[config.mk]
export PLATFORM = sky130hd
export DESIGN_NAME = lld_top
export DESIGN_NICKNAME = d
export VERILOG_FILES = /design/src/lld_pkg.sv /design/src/lld_flag_cell.sv /design/src/lld_top.sv
export SDC_FILE = /design/constraint.sdc
export NUM_CORES = 1
export LEC_CHECK = 0
export BUFFER_PORTS_ARGS = -buffer_cell sky130_fd_sc_hd__clkbuf_2
export CAP_MARGIN = 0
export CORE_ASPECT_RATIO = 0.7
export CORE_MARGIN = 1.5
export CORE_UTILIZATION = 41
export DETAILED_ROUTE_END_ITERATION = 8
export GPL_TIMING_DRIVEN = 1
export PLACE_DENSITY = 0.84
export SLEW_MARGIN = 20
export SYNTH_ARGS = -nofsm -noshare
export SYNTH_HDL_FRONTEND = slang
export SYNTH_SLANG_ARGS = --single-unit
[constraint.sdc]
create_clock -name clock -period 2.4 [get_ports clock]
set_input_delay 0.36 -clock clock [delete_from_list [all_inputs] [get_ports clock]]
set_output_delay 0.36 -clock clock [all_outputs]
set_load 0.02 [all_outputs]
[src/lld_pkg.sv]
package lld_pkg;

  // ---------------------------------------------------------------
  // register map and field layout
  // ---------------------------------------------------------------
  localparam int unsigned ADDR_W   = 8;
  localparam int unsigned DATA_W   = 32;
  localparam int unsigned NUM_SRC  = 4;   // source 0 is the low detect

  localparam logic [ADDR_W-1:0] CHANNEL_MODE_REG_OFS   = 8'h00;
  localparam logic [ADDR_W-1:0] CHANNEL_STATUS_REG_OFS = 8'h04;

  // channel_mode_reg fields
  localparam int unsigned MODE_LDE_BIT  = 0;  // low_detect_enable
  localparam int unsigned MODE_IEN_LSB  = 1;  // int enables, one per source
  // channel status fields
  localparam int unsigned STAT_FLG_LSB  = 0;  // flags, bit 0 = low_detect_flag

  // values after reset
  localparam logic                 LDE_RST     = 1'b0;
  localparam logic [NUM_SRC-1:0]   IEN_RST     = 4'h0;
  localparam logic [NUM_SRC-1:0]   FLAG_RST    = 4'h0;
  localparam logic                 RX_IDLE_RST = 1'b1;  // recessive bus level
  localparam logic [DATA_W-1:0]    RDATA_RST   = 32'h0000_0000;

  // ---------------------------------------------------------------
  // carriers
  // ---------------------------------------------------------------
  typedef struct packed {
    logic              wrStb;
    logic              rdStb;
    logic [ADDR_W-1:0] addr;
    logic [DATA_W-1:0] wrData;
  } lld_bus_req_t;

endpackage : lld_pkg

[src/lld_flag_cell.sv]
`timescale 1ns/1ps
`default_nettype none

module lld_flag_cell
  import lld_pkg::*;
(
  // clock and reset
  input  wire logic clock,
  input  wire logic rst_n,
  // control
  input  wire logic setEvt,
  input  wire logic clrEvt,
  input  wire logic intEn,
  // state
  output var  logic flag,
  output var  logic riseReq
);

  logic flag_q;
  logic flag_d;

  // ---------------------------------------------------------------
  // sticky flag
  // ---------------------------------------------------------------
  // set beats clear so an event in the clearing cycle survives
  always_comb
  begin
    flag_d = flag_q;
    if (clrEvt)
      flag_d = 1'b0;
    if (setEvt)
      flag_d = 1'b1;
  end

  always_ff @(posedge clock or negedge rst_n)
  begin
    if (!rst_n)
      flag_q <= 1'b0;
    else
      flag_q <= flag_d;
  end

  // only a 0 -> 1 change with the enable on counts as a new request
  assign riseReq = setEvt & ~flag_q & intEn;
  assign flag    = flag_q;

endmodule : lld_flag_cell

`default_nettype wire

[src/lld_top.sv]
`timescale 1ns/1ps
`default_nettype none

// Functional notes
// - enabled low detect flags rx falling edge
// - enabling while rx low flags at once
// - request when enabled flag rises to one
// - no request while another flag is set
module lld_top
  import lld_pkg::*;
(
  // clock and reset
  input  wire logic               clock,
  input  wire logic               rst_n,
  // register port
  input  wire lld_bus_req_t       busReq,
  output var  logic [DATA_W-1:0]  rdData,
  // lin side
  input  wire logic               linRxInput,
  // other channel sources, one-cycle event pulses
  input  wire logic [NUM_SRC-2:0] srcEvt,
  // interrupt side
  output var  logic               chanIntReq,
  output var  logic               irq
);

  // ---------------------------------------------------------------
  // address decode
  // ---------------------------------------------------------------
  function automatic logic hitReg(input logic [ADDR_W-1:0] a,
                                  input logic [ADDR_W-1:0] ofs);
    hitReg = (a == ofs);
  endfunction : hitReg

  logic wrMode;
  logic wrStat;
  logic rdMode;
  logic rdStat;

  // decode shared by writes and reads
  always_comb
  begin
    wrMode = busReq.wrStb & hitReg(busReq.addr, CHANNEL_MODE_REG_OFS);
    wrStat = busReq.wrStb & hitReg(busReq.addr, CHANNEL_STATUS_REG_OFS);
    rdMode = busReq.rdStb & hitReg(busReq.addr, CHANNEL_MODE_REG_OFS);
    rdStat = busReq.rdStb & hitReg(busReq.addr, CHANNEL_STATUS_REG_OFS);
  end

  // ---------------------------------------------------------------
  // channel_mode_reg
  // ---------------------------------------------------------------
  logic               lowDetectEnable_q;
  logic               lowDetectEnable_d;
  logic [NUM_SRC-1:0] intEnable_q;
  logic [NUM_SRC-1:0] intEnable_d;

  always_comb
  begin
    lowDetectEnable_d = lowDetectEnable_q;
    intEnable_d       = intEnable_q;
    if (wrMode)
    begin
      lowDetectEnable_d = busReq.wrData[MODE_LDE_BIT];
      intEnable_d       = busReq.wrData[MODE_IEN_LSB +: NUM_SRC];
    end
  end

  always_ff @(posedge clock or negedge rst_n)
  begin
    if (!rst_n)
    begin
      lowDetectEnable_q <= LDE_RST;
      intEnable_q       <= IEN_RST;
    end
    else
    begin
      lowDetectEnable_q <= lowDetectEnable_d;
      intEnable_q       <= intEnable_d;
    end
  end

  // ---------------------------------------------------------------
  // low level detection
  // ---------------------------------------------------------------
  logic linRxPrev_q;
  logic linRxPrev_d;
  logic fallEdge;
  logic enableWhileLow;
  logic lowDetectSet;

  // previous level idles high so a bus held low from reset gives an edge in the first cycle
  always_comb
  begin
    linRxPrev_d    = linRxInput;
    fallEdge       = linRxPrev_q & ~linRxInput;
    enableWhileLow = wrMode & busReq.wrData[MODE_LDE_BIT] & ~linRxInput;
    lowDetectSet   = (lowDetectEnable_q & fallEdge)
                   | enableWhileLow;
  end

  always_ff @(posedge clock or negedge rst_n)
  begin
    if (!rst_n)
      linRxPrev_q <= RX_IDLE_RST;
    else
      linRxPrev_q <= linRxPrev_d;
  end

  // ---------------------------------------------------------------
  // status flags
  // ---------------------------------------------------------------
  logic [NUM_SRC-1:0] setVec;
  logic [NUM_SRC-1:0] clrVec;
  logic [NUM_SRC-1:0] flagVec;
  logic [NUM_SRC-1:0] riseVec;

  // a written 0 clears a flag, a written 1 leaves it alone
  always_comb
  begin
    setVec = {srcEvt, lowDetectSet};
    clrVec = {NUM_SRC{wrStat}} & ~busReq.wrData[STAT_FLG_LSB +: NUM_SRC];
  end

  genvar gi;
  generate
    for (gi = 0; gi < NUM_SRC; gi++)
    begin : g_src
      lld_flag_cell u_cell (
        .clock   (clock),
        .rst_n   (rst_n),
        .setEvt  (setVec[gi]),
        .clrEvt  (clrVec[gi]),
        .intEn   (intEnable_q[gi]),
        .flag    (flagVec[gi]),
        .riseReq (riseVec[gi])
      );
    end
  endgenerate

  // ---------------------------------------------------------------
  // aggregated request and level interrupt
  // ---------------------------------------------------------------
  logic               chanIntReq_q;
  logic               chanIntReq_d;
  logic               irq_q;
  logic               irq_d;
  logic [NUM_SRC-1:0] blocked;

  // shared line: a rising source is swallowed if any other flag stands
  always_comb
  begin
    for (int i = 0; i < NUM_SRC; i++)
      blocked[i] = |(flagVec & ~(NUM_SRC'(1) << i));
    chanIntReq_d = |(riseVec & ~blocked);
    irq_d        = |(flagVec & intEnable_q);
  end

  always_ff @(posedge clock or negedge rst_n)
  begin
    if (!rst_n)
    begin
      chanIntReq_q <= 1'b0;
      irq_q        <= 1'b0;
    end
    else
    begin
      chanIntReq_q <= chanIntReq_d;
      irq_q        <= irq_d;
    end
  end

  // ---------------------------------------------------------------
  // read data, one cycle after the strobe and only then
  // ---------------------------------------------------------------
  logic [DATA_W-1:0] rdData_q;
  logic [DATA_W-1:0] rdData_d;

  // unmapped or idle cycles read zero
  always_comb
  begin
    rdData_d = RDATA_RST;
    if (rdMode)
    begin
      rdData_d[MODE_LDE_BIT]            = lowDetectEnable_q;
      rdData_d[MODE_IEN_LSB +: NUM_SRC] = intEnable_q;
    end
    else if (rdStat)
      rdData_d[STAT_FLG_LSB +: NUM_SRC] = flagVec;
  end

  always_ff @(posedge clock or negedge rst_n)
  begin
    if (!rst_n)
      rdData_q <= RDATA_RST;
    else
      rdData_q <= rdData_d;
  end

  assign rdData     = rdData_q;
  assign chanIntReq = chanIntReq_q;
  assign irq        = irq_q;

endmodule : lld_top

`default_nettype wire

After elaboration in Yosys (flattened, before gate mapping)
Cells that the tools add are included.
- bitwise logic cells: 27
- muxes and demuxes: 11
- reduce and logical (&&, ||, !) cells: 11
- shift operators: 0
- $lt $le $gt $ge: 0
- multiply operators: 0
- add/sub/neg operators: 0
- eq/ne operators: 1
- div/mod/pow operators: 0
- operator list (operator ; number):
    1-bit AND ; 16
    4-bit AND ; 3
    3-bit OR reduction ; 4
    1-bit 2-to-1 mux ; 9
    8-bit by 3-bit == test with 1-bit output, second input constant ; 1
    8-bit logical NOT ; 1
    4-bit 2-to-1 mux ; 2
    4-bit NOT ; 2
    2-bit nonzero test ; 4
    4-bit OR reduction ; 2
    1-bit NOT ; 5
    1-bit OR ; 1
- memory bits (read-only): 0
- bits in latches: 0
- register bits: 17
- output and inout bits: 34
- bits in writable memories: 0
- memories kept: 0
- input bits: 48

Depth between registers and ports, before layout
Gate-level depths: netlist of the first run.
- depth in word-level cells: 9
- depth in mapped cells: 4
- depth with buffers taken out: 3

Hierarchy
From an unflattened synthesis of the first run, not the netlist that was laid out.
- cell total of the unflattened synthesis: 99
- area, all modules: 1003.5 sq um
- by module, submodules not included (module ; sequential area each (sq um) ; instances ; area each (sq um) ; cells each):
    lld_top ; 326.6 ; 1 ; 828.3 ; 79
    lld_flag_cell ; 25.0 ; 4 ; 43.8 ; 5

Worst setup path after synthesis of the first run
Ideal clock, no wire load.
- path type: input port to flip-flop
- from: input busReq[37] (netlist bit)
- to: register intEnable_q[0]
- path slack: 0.579 ns
- required time: 2.275 ns
- arrival time: 1.696 ns
- stages: 4
- path through: or4_4 -> buf_6 -> nor4_4 -> mux2_2
- cells in the longest elaborated chain, start to end: 2
- RTL lines (item ; line ; RTL):
    from (decl) ; lld_top.sv:16 ; input wire lld_bus_req_t busReq,
    8-bit logical NOT ; lld_top.sv:32 ; hitReg = (a == ofs);
    1-bit AND ; lld_top.sv:43 ; wrMode = busReq.wrStb & hitReg(busReq.addr, CHANNEL_MODE_REG_OFS);
    to (signal assigned) ; lld_top.sv:78 ; intEnable_q <= intEnable_d;
    to (decl) ; lld_top.sv:54 ; logic [NUM_SRC-1:0] intEnable_q;
No other way between the ends.
A chain may end at the register's enable or synchronous reset.

Final worst setup path of the first run
Ends and elaborated chain as after synthesis.

==> qor.yml, run 1 <==
floorplan:
  die_x_um: 61.84
  io-pin-count: 82
  die_h_um: 44.19
  start_util_pct: 44.66
  fp.coreArea_sq_um: 2225
  dieArea_sq_um: 2732
  num_rows: 14
cells_and_area:
  syn2layout_area_growth_pct: 9.194
  most-common-layout-cells: "conb_1, clkbuf_2, dfrtp_1"
  stdcell_area_sq_um: 1085
  finalNonFillerCells: 150
  drive_gt1_share_pct: 34.75
  postLayoutCoreUtil_pct: 48.76
  fill_cells: 227
  finalNetCount: 167
  antennaDiodeCount: 0
placed_design:
  place.gp.congestion: 0.8493
  placed_area_sq_um: 1049
  dpl.hpwl_um: 1378
  io_buffers: 27
  dp.cells: 145
  post-place-ws_ps: 445.4
grt:
  grt-ovfl-total: 0
  grt_first_pass_wirelength_um: 2670
  grt_max_degree: 18
  grt_pass1_vias: 575
  grt.total_usage_pct: 13.84
  antenna_found_initial: 0
pwr:
  power.density_nw_per_um2: 498.3
  p_total_mw: 0.5406
  p_leak_nw: 0.5460
  ir_worst_vdd_mv: 0.1892
synth:
  ys_warn_count: 0
  seq_area_frac_synth_pct: 42.95
  syn_area_sq_um: 993.5
  ys_ff_latch: 17
  synth_area_per_cell_sq_um: 11.16
  syn-instance-count: 89
  ys_types: 28
run:
  cap_violations: 0
clocking:
  root_buffer: "clkbuf_4"
  clk_pin_slew_worst_paths_ps: 90
  worstSkewPairLatency_ps: 280
  cts_sinks: 17
  cts_buffers: 3
  htreeDepth: 1
  cts_tree: "done"
  cts_buffer_depth: 2
  post-cts-setup-buffer-count: 0
setup_path:
  path_class: "input pin to flop"
  arrival_ps: 1830
  start_kind: "input pin"
  crit_fanout: 8
  crit_required_ps: 2570
  end_kind: "flop"
outcome:
  status: "complete, no violations"
routing:
  drcViolationCount: 0
  first_iter_violations: 24
  post_drt_wl_per_cell_um: 11.31
  viasPerCell: 4.567
  vias: 685
  dr.pass1.iters: 4
  ant_nets: 0
  wirelength_um: 1697
sta:
  hold_viol_final: 0
  timing.final.ws_setup_ps: 747.1
  layout_min_cycle_time_ps: 1653
  fmax_mhz: 605.0
  drv_slew: 0
  fin_setup_tns_ps: 0
  rsz0062_at_grt: "false"
  fin_crit_sh_pct: 68.87
  finClkSkew_ps: 3.068
  whs_ps: 166.1
  finalSetupViolCount: 0
hold_path:
  worst_hold_path_type: "input pin to flop"
-- path summary, 6_finish.rpt --
path	from	to	slack, ps	cells past startpoint
max	busReq[37]	intEnable_q[0]$_DFFE_PN0N_	750	4
min	linRxInput	linRxPrev_q$_DFF_PN1_	170	1
max reg2reg	intEnable_q[1]$_DFFE_PN0N_	chanIntReq$_DFF_PN0_	1180	3
min reg2reg	g_src[2].u_cell.flag$_DFFE_PN0P_	g_src[2].u_cell.flag$_DFFE_PN0P_	540	1
max in group asynchronous	rst_n	linRxPrev_q$_DFF_PN1_	1560	2
min in group asynchronous	rst_n	rdData[0]$_DFF_PN0_	520	2
-- layer usage --
layer / global-route usage, % / share of wire [%]
met5: 0 / 0
met4: 2.553 / 0.47
met2: 19.79 / 45
met3: 6.433 / 11
met1: 19.41 / 43
-- cell type report --
| class | count | area, sq um | area share [%] |
|---|---|---|---|
| Multi-Input combinational cell | 67 | 439.2 | 40.48 |
| Sequential cell | 17 | 426.7 | 39.33 |
| Timing Repair Buffer | 28 | 145.1 | 13.38 |
| Tap cell | 32 | 40.04 | 3.691 |
| Clock buffer | 4 | 26.28 | 2.422 |
| Inverter | 2 | 7.507 | 0.6920 |
-- synth_stat cells --
master	count	area share [%]
inv_1	2	0.76
or4b_1	4	4.0
nor2_1	3	1.1
nor4_4	1	2.1
nor3b_2	1	1.3
nand2b_1	3	1.9
or4_1	1	0.76
buf_6	1	1.1
conb_1	1	0.38
a222oi_1	1	1.0
mux2_2	5	5.7
nor4_1	2	1.3
a21o_1	3	2.3
o21a_1	1	0.76
mux2i_1	3	3.0
dfstp_2	1	2.6
nand2_1	2	0.76
o31ai_1	1	0.76
or3b_2	1	0.88
or4_4	2	2.3
clkbuf_1	1	0.38
a22oi_1	2	1.5
o21ai_0	1	0.50
o2111ai_1	1	0.88
nand3b_1	1	0.76
a21oi_1	1	0.50
dfrtp_1	16	40
buf_4	27	20
-- report_power, final --
group	switching, mW	leakage [nW]	total (mW)	internal [mW]
combinational	0.0670	0.319	0.0942	0.0272
clock	0.0818	0.0150	0.146	0.0646
sequential	0.00537	0.212	0.300	0.295
-- flip-flops by register name, indices dropped and copies added, names as in the netlist --
register and flops:
g_src.u_cell.flag 4, lowDetectEnable_q 1, linRxPrev_q 1, intEnable_q 4, rdData 5, chanIntReq 1
irq 1
-- logic make-up after synthesis --
group / after synthesis / share of synthesized area [%]
compound gates: 11 / 8.186
simple gates: 21 / 17.13
flops: 17 / 42.95
mux: 8 / 8.690
buf+inv: 31 / 22.67
other cells: 1 / 0.3775
-- worst max-delay path, stage by stage --
cell,delay (ps)
clkbuf_2,80
or4_4,590
nor4_4,400
mux2_2,390
-- repair_timing --
action | CTS | global route
hold endpoints to repair | 16 | 0
hold buffers | 1 | 0
resized for setup | 0 | 0
setup endpoints to repair | 0 | 0
Power figures use the tool's default switching activity.
==> inputs of run 2 (changes only) <==
- ABC_AREA: not set -> 1
- CORE_UTILIZATION: 41 -> 37
- PLACE_DENSITY: 0.84 -> 0.78
- clock period: 2.4 -> 1.6 ns (I/O delays scaled with it)
==> qor.yml, run 2 <==
placed_design:
  io_buffers: 27  # unchanged
  dpl.hpwl_um: 1337  # was 1378 um
  place.gp.congestion: 0.8197  # was 0.8493
  post-place-ws_ps: 394.8  # was 445.4 ps
setup_path:
  path_cells: "clkbuf_2"  # was clkbuf_2, or4_4, nor4_4, mux2_2
  arrival_ps: 760  # was 1830 ps
  path_buf_inv: 1  # unchanged
  worstRegToRegCells: 4  # was 3
  path_class: "flop to primary output"  # was input pin to flop
  worst-r2r-setup-slack_ps: 620  # was 1180 ps
  slowest_delay_ps: 360  # was 590 ps
  critPathTopFamily: "flip-flops"  # was simple AND/OR/NAND/NOR gates
  crit_fanout: 1  # was 8
  end_kind: "primary output"  # was flop
  crit_required_ps: 1360  # was 2570 ps
  r2r_end: "chanIntReq$_DFF_PN0_"  # unchanged
  timing.rr.start: "intEnable_q[2]$_DFFE_PN0N_"  # was intEnable_q[1]$_DFFE_PN0N_
  start_kind: "flop"  # was input pin
  slowest_stage: "dfrtp_1"  # was or4_4
synth:
  post-synth-top-count-cell: "buf_4"  # unchanged
  synth_area_per_cell_sq_um: 8.747  # was 11.16 sq um
  ys_ff_latch: 17  # unchanged
  syn-instance-count: 109  # was 89
  synth_largest_area_cell: "dfrtp_1"  # unchanged
  syn_area_sq_um: 953.4  # was 993.5 sq um
  synthArstFlopShare_pct: 100.0  # unchanged
  ys_types: 18  # was 28
  synth_top_cells_by_area: "dfrtp_1, buf_4, inv_1"  # was dfrtp_1, buf_4, mux2_2
  synth_common_cells: "buf_4, dfrtp_1, inv_1, nand2_1, nor2_1"  # was buf_4, dfrtp_1, mux2_2, or4b_1
  seq_area_frac_synth_pct: 44.75  # was 42.95%
  synth_edf_count: 0  # unchanged
  synth_top_area_share_pct: 41.99  # was 40.30%
  ys_warn_count: 0  # unchanged
  synth-main-ff-cell: "dfrtp_1"  # unchanged
sta:
  rsz0062_at_grt: "false"  # unchanged
  layout_min_cycle_time_ps: 1000
  drv_slew: 0  # unchanged
  fin_setup_tns_ps: 0  # unchanged
  timing.final.ws_setup_ps: 599.7  # was 747.1 ps
  hold_viol_final: 0  # unchanged
  fin_crit_sh_pct: 62.52
  finalSetupViolCount: 0  # unchanged
  whs_ps: 91.44  # was 166.1 ps
  finClkSkew_ps: 0.9899  # was 3.068 ps
  fmax_mhz: 999.7
pwr:
  power.density_nw_per_um2: 818.4  # was 498.3 nW/um^2
  ir_worst_vdd_mv: 0.2545  # was 0.1892 mV
  p_leak_nw: 0.6015  # was 0.5460 nW
  p_total_mw: 0.8847  # was 0.5406 mW
floorplan:
  num_rows: 15  # was 14
  die_h_um: 45.47  # was 44.19 um
  die_x_um: 63.67  # was 61.84 um
  start_util_pct: 38.78  # was 44.66%
  dieArea_sq_um: 2895  # was 2732 sq um
  io-pin-count: 82  # unchanged
  fp.coreArea_sq_um: 2459  # was 2225 sq um
hold_path:
  worst_hold_path_type: "input pin to flop"  # unchanged
  whs_endpoint: "linRxPrev_q$_DFF_PN1_"  # unchanged
  hold_depth: 1  # unchanged
  hp-start: "linRxInput"  # unchanged
clocking:
  worstSkewPairLatency_ps: 250  # was 280 ps
  post-cts-setup-buffer-count: 0  # unchanged
  htreeDepth: 1  # unchanged
  cts_buffer_depth: 2  # unchanged
  cts_buffers: 3  # unchanged
  cts_sinks: 17  # unchanged
  root_buffer: "clkbuf_8"  # was clkbuf_4
  cts_tree: "done"  # unchanged
  clk_pin_slew_worst_paths_ps: 60  # was 90 ps
grt:
  grt_first_pass_wirelength_um: 2635  # was 2670 um
  antenna_found_initial: 0  # unchanged
  grt-ovfl-total: 0  # unchanged
  grt_pass1_vias: 630  # was 575
  grt_max_degree: 18  # unchanged
  grt.total_usage_pct: 12.66  # was 13.84%
routing:
  viasPerCell: 4.011  # was 4.567
  wirelength_um: 1584  # was 1697 um
  ant_nets: 0  # unchanged
  first_iter_violations: 35  # was 24
  drcViolationCount: 0  # unchanged
  dr.pass1.iters: 4  # unchanged
  vias: 698  # was 685
  post_drt_wl_per_cell_um: 9.103  # was 11.31 um
run:
  cap_violations: 0  # unchanged
cells_and_area:
  syn2layout_area_growth_pct: 13.39  # was 9.194%
  drive_gt1_share_pct: 30.00  # was 34.75%
  largest_reg_flops: 5  # unchanged
  fill_cells: 269  # was 227
  finalNetCount: 189  # was 167
  most-common-layout-cells: "conb_1, clkbuf_2, dfrtp_1"  # unchanged
  antennaDiodeCount: 0  # unchanged
outcome:
  status: "complete, no violations"  # unchanged
-- run 2: changes by cell type in the layout (fill, tap and decap cells not counted), sizes merged, moves of 4 or more --
cell / delta
o22ai: +5
nand2: +13
or4b: -4
inv: +10
a21oi: +5
mux2: -5
o21ai: +6
nor2: +10
nand3: +4
-- run 2: repair_timing --
action / in CTS / in global routing
hold buffers: 1 / 0
hold endpoints to repair: 16 / 0
resized for setup: 0 / 0
-- run 2: layer usage --
metal | global-route usage, % | routed length, um | share of wire [%] | vias up
met4 | 7.391 | 19 | 1.2 | 0
met1 | 13.66 | 693 | 44 | 313
met2 | 20.84 | 732 | 46 | 32
met5 | 0 | 0 | 0 | -
li1 | - | - | - | 351
met3 | 6.188 | 138 | 8.7 | 2
-- run 2: through the flow --
step	util [%]	instances	instance area [sq um]
after floorplan	-	135	1051
after CTS	43.97	174	1081
after detailed placement	41.73	169	1026
after global placement	41.73	169	1026
final	43.97	174	1081
after global routing	43.97	174	1081
-- run 2: worst max-delay path by stage --
stage                                     startpoint  slack (ps)                          endpoint  cells past startpoint
after floorplan                           busReq[39]         660  g_src[0].u_cell.flag$_DFFE_PN0P_                      6
after global placement                    busReq[33]         440  g_src[2].u_cell.flag$_DFFE_PN0P_                      7
after detailed placement                  busReq[33]         390  g_src[3].u_cell.flag$_DFFE_PN0P_                      7
after CTS                        rdData[1]$_DFF_PN0_         590                         rdData[1]                      1
after global routing      intEnable_q[2]$_DFFE_PN0N_         520              chanIntReq$_DFF_PN0_                      4
final                            rdData[1]$_DFF_PN0_         600                         rdData[1]                      1
-- run 2: logic make-up (layout without fill, tap and decap cells) --
logic type | count (synthesis) | after routing | share of synthesized area (%)
and+or+nand+nor | 33 | 33 | 17.59
DFF | 17 | 17 | 44.75
AOI/OAI and AO/OA | 19 | 19 | 11.29
other | 1 | 27 | 0.3933
buffers and inverters | 39 | 44 | 25.98
-- run 2: power by group --
part,total (mW),switching [mW],leakage [nW],internal (mW)
sequential,0.449,0.00534,0.190,0.444
combinational,0.128,0.0974,0.388,0.0308
clock,0.307,0.131,0.0228,0.177
total,0.885,0.233,0.602,0.651
-- run 2: layout make-up --
cell class | count | area (sq um) | share of cell area [%]
Inverter | 12 | 45.04 | 4.167
Multi-Input combinational cell | 79 | 376.6 | 34.84
Sequential cell | 17 | 426.7 | 39.47
Clock buffer | 4 | 45.04 | 4.167
Tap cell | 34 | 42.54 | 3.935
Timing Repair Buffer | 28 | 145.1 | 13.43
==> inputs of run 3 (changes only) <==
- ABC_AREA: 1 -> 0
- CORE_UTILIZATION: 37 -> 34
- PLACE_DENSITY: 0.78 -> 0.75
- clock period: 1.6 -> 0.9 ns (I/O delays scaled with it)
==> qor.yml, run 3 (same netlist as run 1, synthesis figures left out) <==
routing:
  vias: 752  # was 698
  dr.pass1.iters: 4  # unchanged
  viasPerCell: 4.347  # was 4.011
  first_iter_violations: 24  # was 35
  ant_nets: 0  # unchanged
  wirelength_um: 2120  # was 1584 um
  drcViolationCount: 0  # unchanged
  post_drt_wl_per_cell_um: 12.25  # was 9.103 um
setup_path:
  timing.rr.start: "intEnable_q[1]$_DFFE_PN0N_"  # was intEnable_q[2]$_DFFE_PN0N_
  slowest_delay_ps: 570  # was 360 ps
  path_class: "input pin to flop"  # was flop to primary output
  crit_required_ps: 1040  # was 1360 ps
  crit_fanout: 6  # was 1
  path_cells: "buf_6, or4_4, or4b_4, a21o_1"  # was clkbuf_2
  arrival_ps: 1520  # was 760 ps
  start_kind: "input pin"  # was flop
  startpoint: "busReq[37]"  # was rdData[1]$_DFF_PN0_
  slowest_stage: "or4_4"  # was dfrtp_1
  end_kind: "flop"  # was primary output
pwr:
  p_leak_nw: 0.6827  # was 0.6015 nW
  ir_worst_vdd_mv: 0.7668  # was 0.2545 mV
  p_int_mw: 1.239  # was 0.6512 mW
  p_seq_share_pct: 47.1  # was 50.8%
  power.density_nw_per_um2: 1245  # was 818.4 nW/um^2
  p_comb_share_pct: 20.2  # was 14.5%
  swShare_pct: 26.92  # was 26.39%
  power.switching_mw: 0.4563  # was 0.2335 mW
  power_frac_clock_pct: 32.7  # was 34.7%
  p_total_mw: 1.695  # was 0.8847 mW
sta:
  finClkSkew_ps: 0.7967  # was 0.9899 ps
  layout_min_cycle_time_ps: 1376
  hold_viol_final: 0  # unchanged
  finalSetupViolCount: 16  # was 0
  whs_ps: 97.60  # was 91.44 ps
  fin_crit_sh_pct: 152.8
  rsz0062_at_grt: "true"  # was false
  fin_setup_tns_ps: -6157  # was 0 ps
  fmax_mhz: 727.0
  timing.final.ws_setup_ps: -475.5  # was 599.7 ps
  drv_slew: 0  # unchanged
cells_and_area:
  syn2layout_area_growth_pct: 37.03  # was 13.39%
  fill_cells: 263  # was 269
  antennaDiodeCount: 0  # unchanged
  finalNetCount: 186  # was 189
  most-common-layout-cells: "conb_1, clkbuf_2, buf_4"  # was conb_1, clkbuf_2, dfrtp_1
  multi_input_area_sq_um: 491.7  # was 376.6 sq um
  drive_gt1_share_pct: 47.45  # was 30.00%
  finalNonFillerCells: 173  # was 174
  regArea_sq_um: 426.7  # unchanged
  largest_reg_flops: 5  # unchanged
  final_common_cell: "conb_1"
run:
  cap_violations: 0  # unchanged
clocking:
  cts_buffer_depth: 2  # unchanged
  root_buffer: "clkbuf_8"  # unchanged
  htreeDepth: 1  # unchanged
  cts_sinks: 17  # unchanged
  clk_pin_slew_worst_paths_ps: 60  # about the same
  cts_tree: "done"  # unchanged
  cts_buffers: 3  # unchanged
  worstSkewPairLatency_ps: 250  # about the same
outcome:
  violations: "negative setup slack"
  status: "complete, but fails checks"  # was complete, no violations
placed_design:
  io_buffers: 27  # unchanged
  dp.cells: 167  # was 169
  dpl.hpwl_um: 1708  # was 1337 um
  place.gp.congestion: 0.8983  # was 0.8197
hold_path:
  hp-start: "linRxInput"  # unchanged
  worst_hold_path_type: "input pin to flop"  # unchanged
grt:
  grt-ovfl-total: 0  # unchanged
  grt_max_degree: 18  # unchanged
  antenna_found_initial: 0  # unchanged
  grt.total_usage_pct: 14.15  # was 12.66%
  grt_first_pass_wirelength_um: 3236  # was 2635 um
  grt_pass1_vias: 696  # was 630
floorplan:
  start_util_pct: 35.70  # was 38.78%
  io-pin-count: 82  # unchanged
  num_rows: 16  # was 15
  die_h_um: 48.23  # was 45.47 um
  dieArea_sq_um: 3260  # was 2895 sq um
  die_x_um: 67.61  # was 63.67 um
  fp.coreArea_sq_um: 2783  # was 2459 sq um
==> run 3: changes by cell type in the layout (fill, tap and decap cells not counted), moves of 6 or more <==
cell / previous run / this run
clkbuf_2: 27 / 19
inv_1: 12 / 2
o21ai_0: 7 / 0
nand2_1: 11 / 2
buf_6: 0 / 10
buf_4: 0 / 17
nor2_1: 9 / 3
==> run 3: per-layer routing <==
layer	GRT usage, %	vias up	share of wire, %
met5	0	-	0
met4	4.898	0	0.61
met3	5.774	2	8.8
met2	22.94	38	47
met1	17.45	354	43
li1	-	358	-
==> run 3: final cells by class <==
type | count | share of cell area, %
clock buffer | 4 | 3.309
inverter | 2 | 0.5515
multi-input combinational | 67 | 36.12
sequential | 17 | 31.34
tap | 36 | 3.309
timing repair buffer | 47 | 25.37
==> run 3: critical path: cells and delay by family <==
| family | cells | cell delay [ps] |
|---|---|---|
| AOI/OAI and AO/OA | 1 | 180 |
| buffers and inverters | 1 | 90 |
| and+or+nand+nor | 2 | 1110 |
==> run 3: power groups by stage <==
stage / Sequential (mW) / Combinational (mW) / Clock [mW]
2_1_floorplan: 0.821 / 0.247 / 0
6_report: 0.799 / 0.342 / 0.554
3_3_place_gp: 0.809 / 0.302 / 0
5_1_grt: 0.800 / 0.371 / 0.619
4_1_cts: 0.797 / 0.325 / 0.568
3_5_place_dp: 0.811 / 0.309 / 0
==> run 3: stage by stage <==
stage                     util [%]  cell area [sq um]  setup WS [ps]
after floorplan                  -               1099         -694.8
after global routing         48.92               1361         -518.9
final                        48.92               1361         -475.5
after global placement       42.99               1196         -752.8
after CTS                    46.36               1290         -491.2
after detailed placement     42.99               1196         -799.9
==> run 3: final timing paths <==
kind	cells after the start	to	slack, ps
max	4	g_src[3].u_cell.flag$_DFFE_PN0P_	-480
max in group asynchronous	2	linRxPrev_q$_DFF_PN1_	230
max reg2reg	3	chanIntReq$_DFF_PN0_	-270
min reg2reg	1	lowDetectEnable_q$_DFFE_PN0N_	550
min in group asynchronous	2	rdData[1]$_DFF_PN0_	350
min	2	linRxPrev_q$_DFF_PN1_	100
==> run 3: timing repair <==
item                                    CTS  global route
pin swaps                                 3             3
endpoints found under the setup margin   18            23
hold endpoints to repair                 16             0
resized for setup                         9            26
hold buffers                              1             0
buffers inserted                          1             0
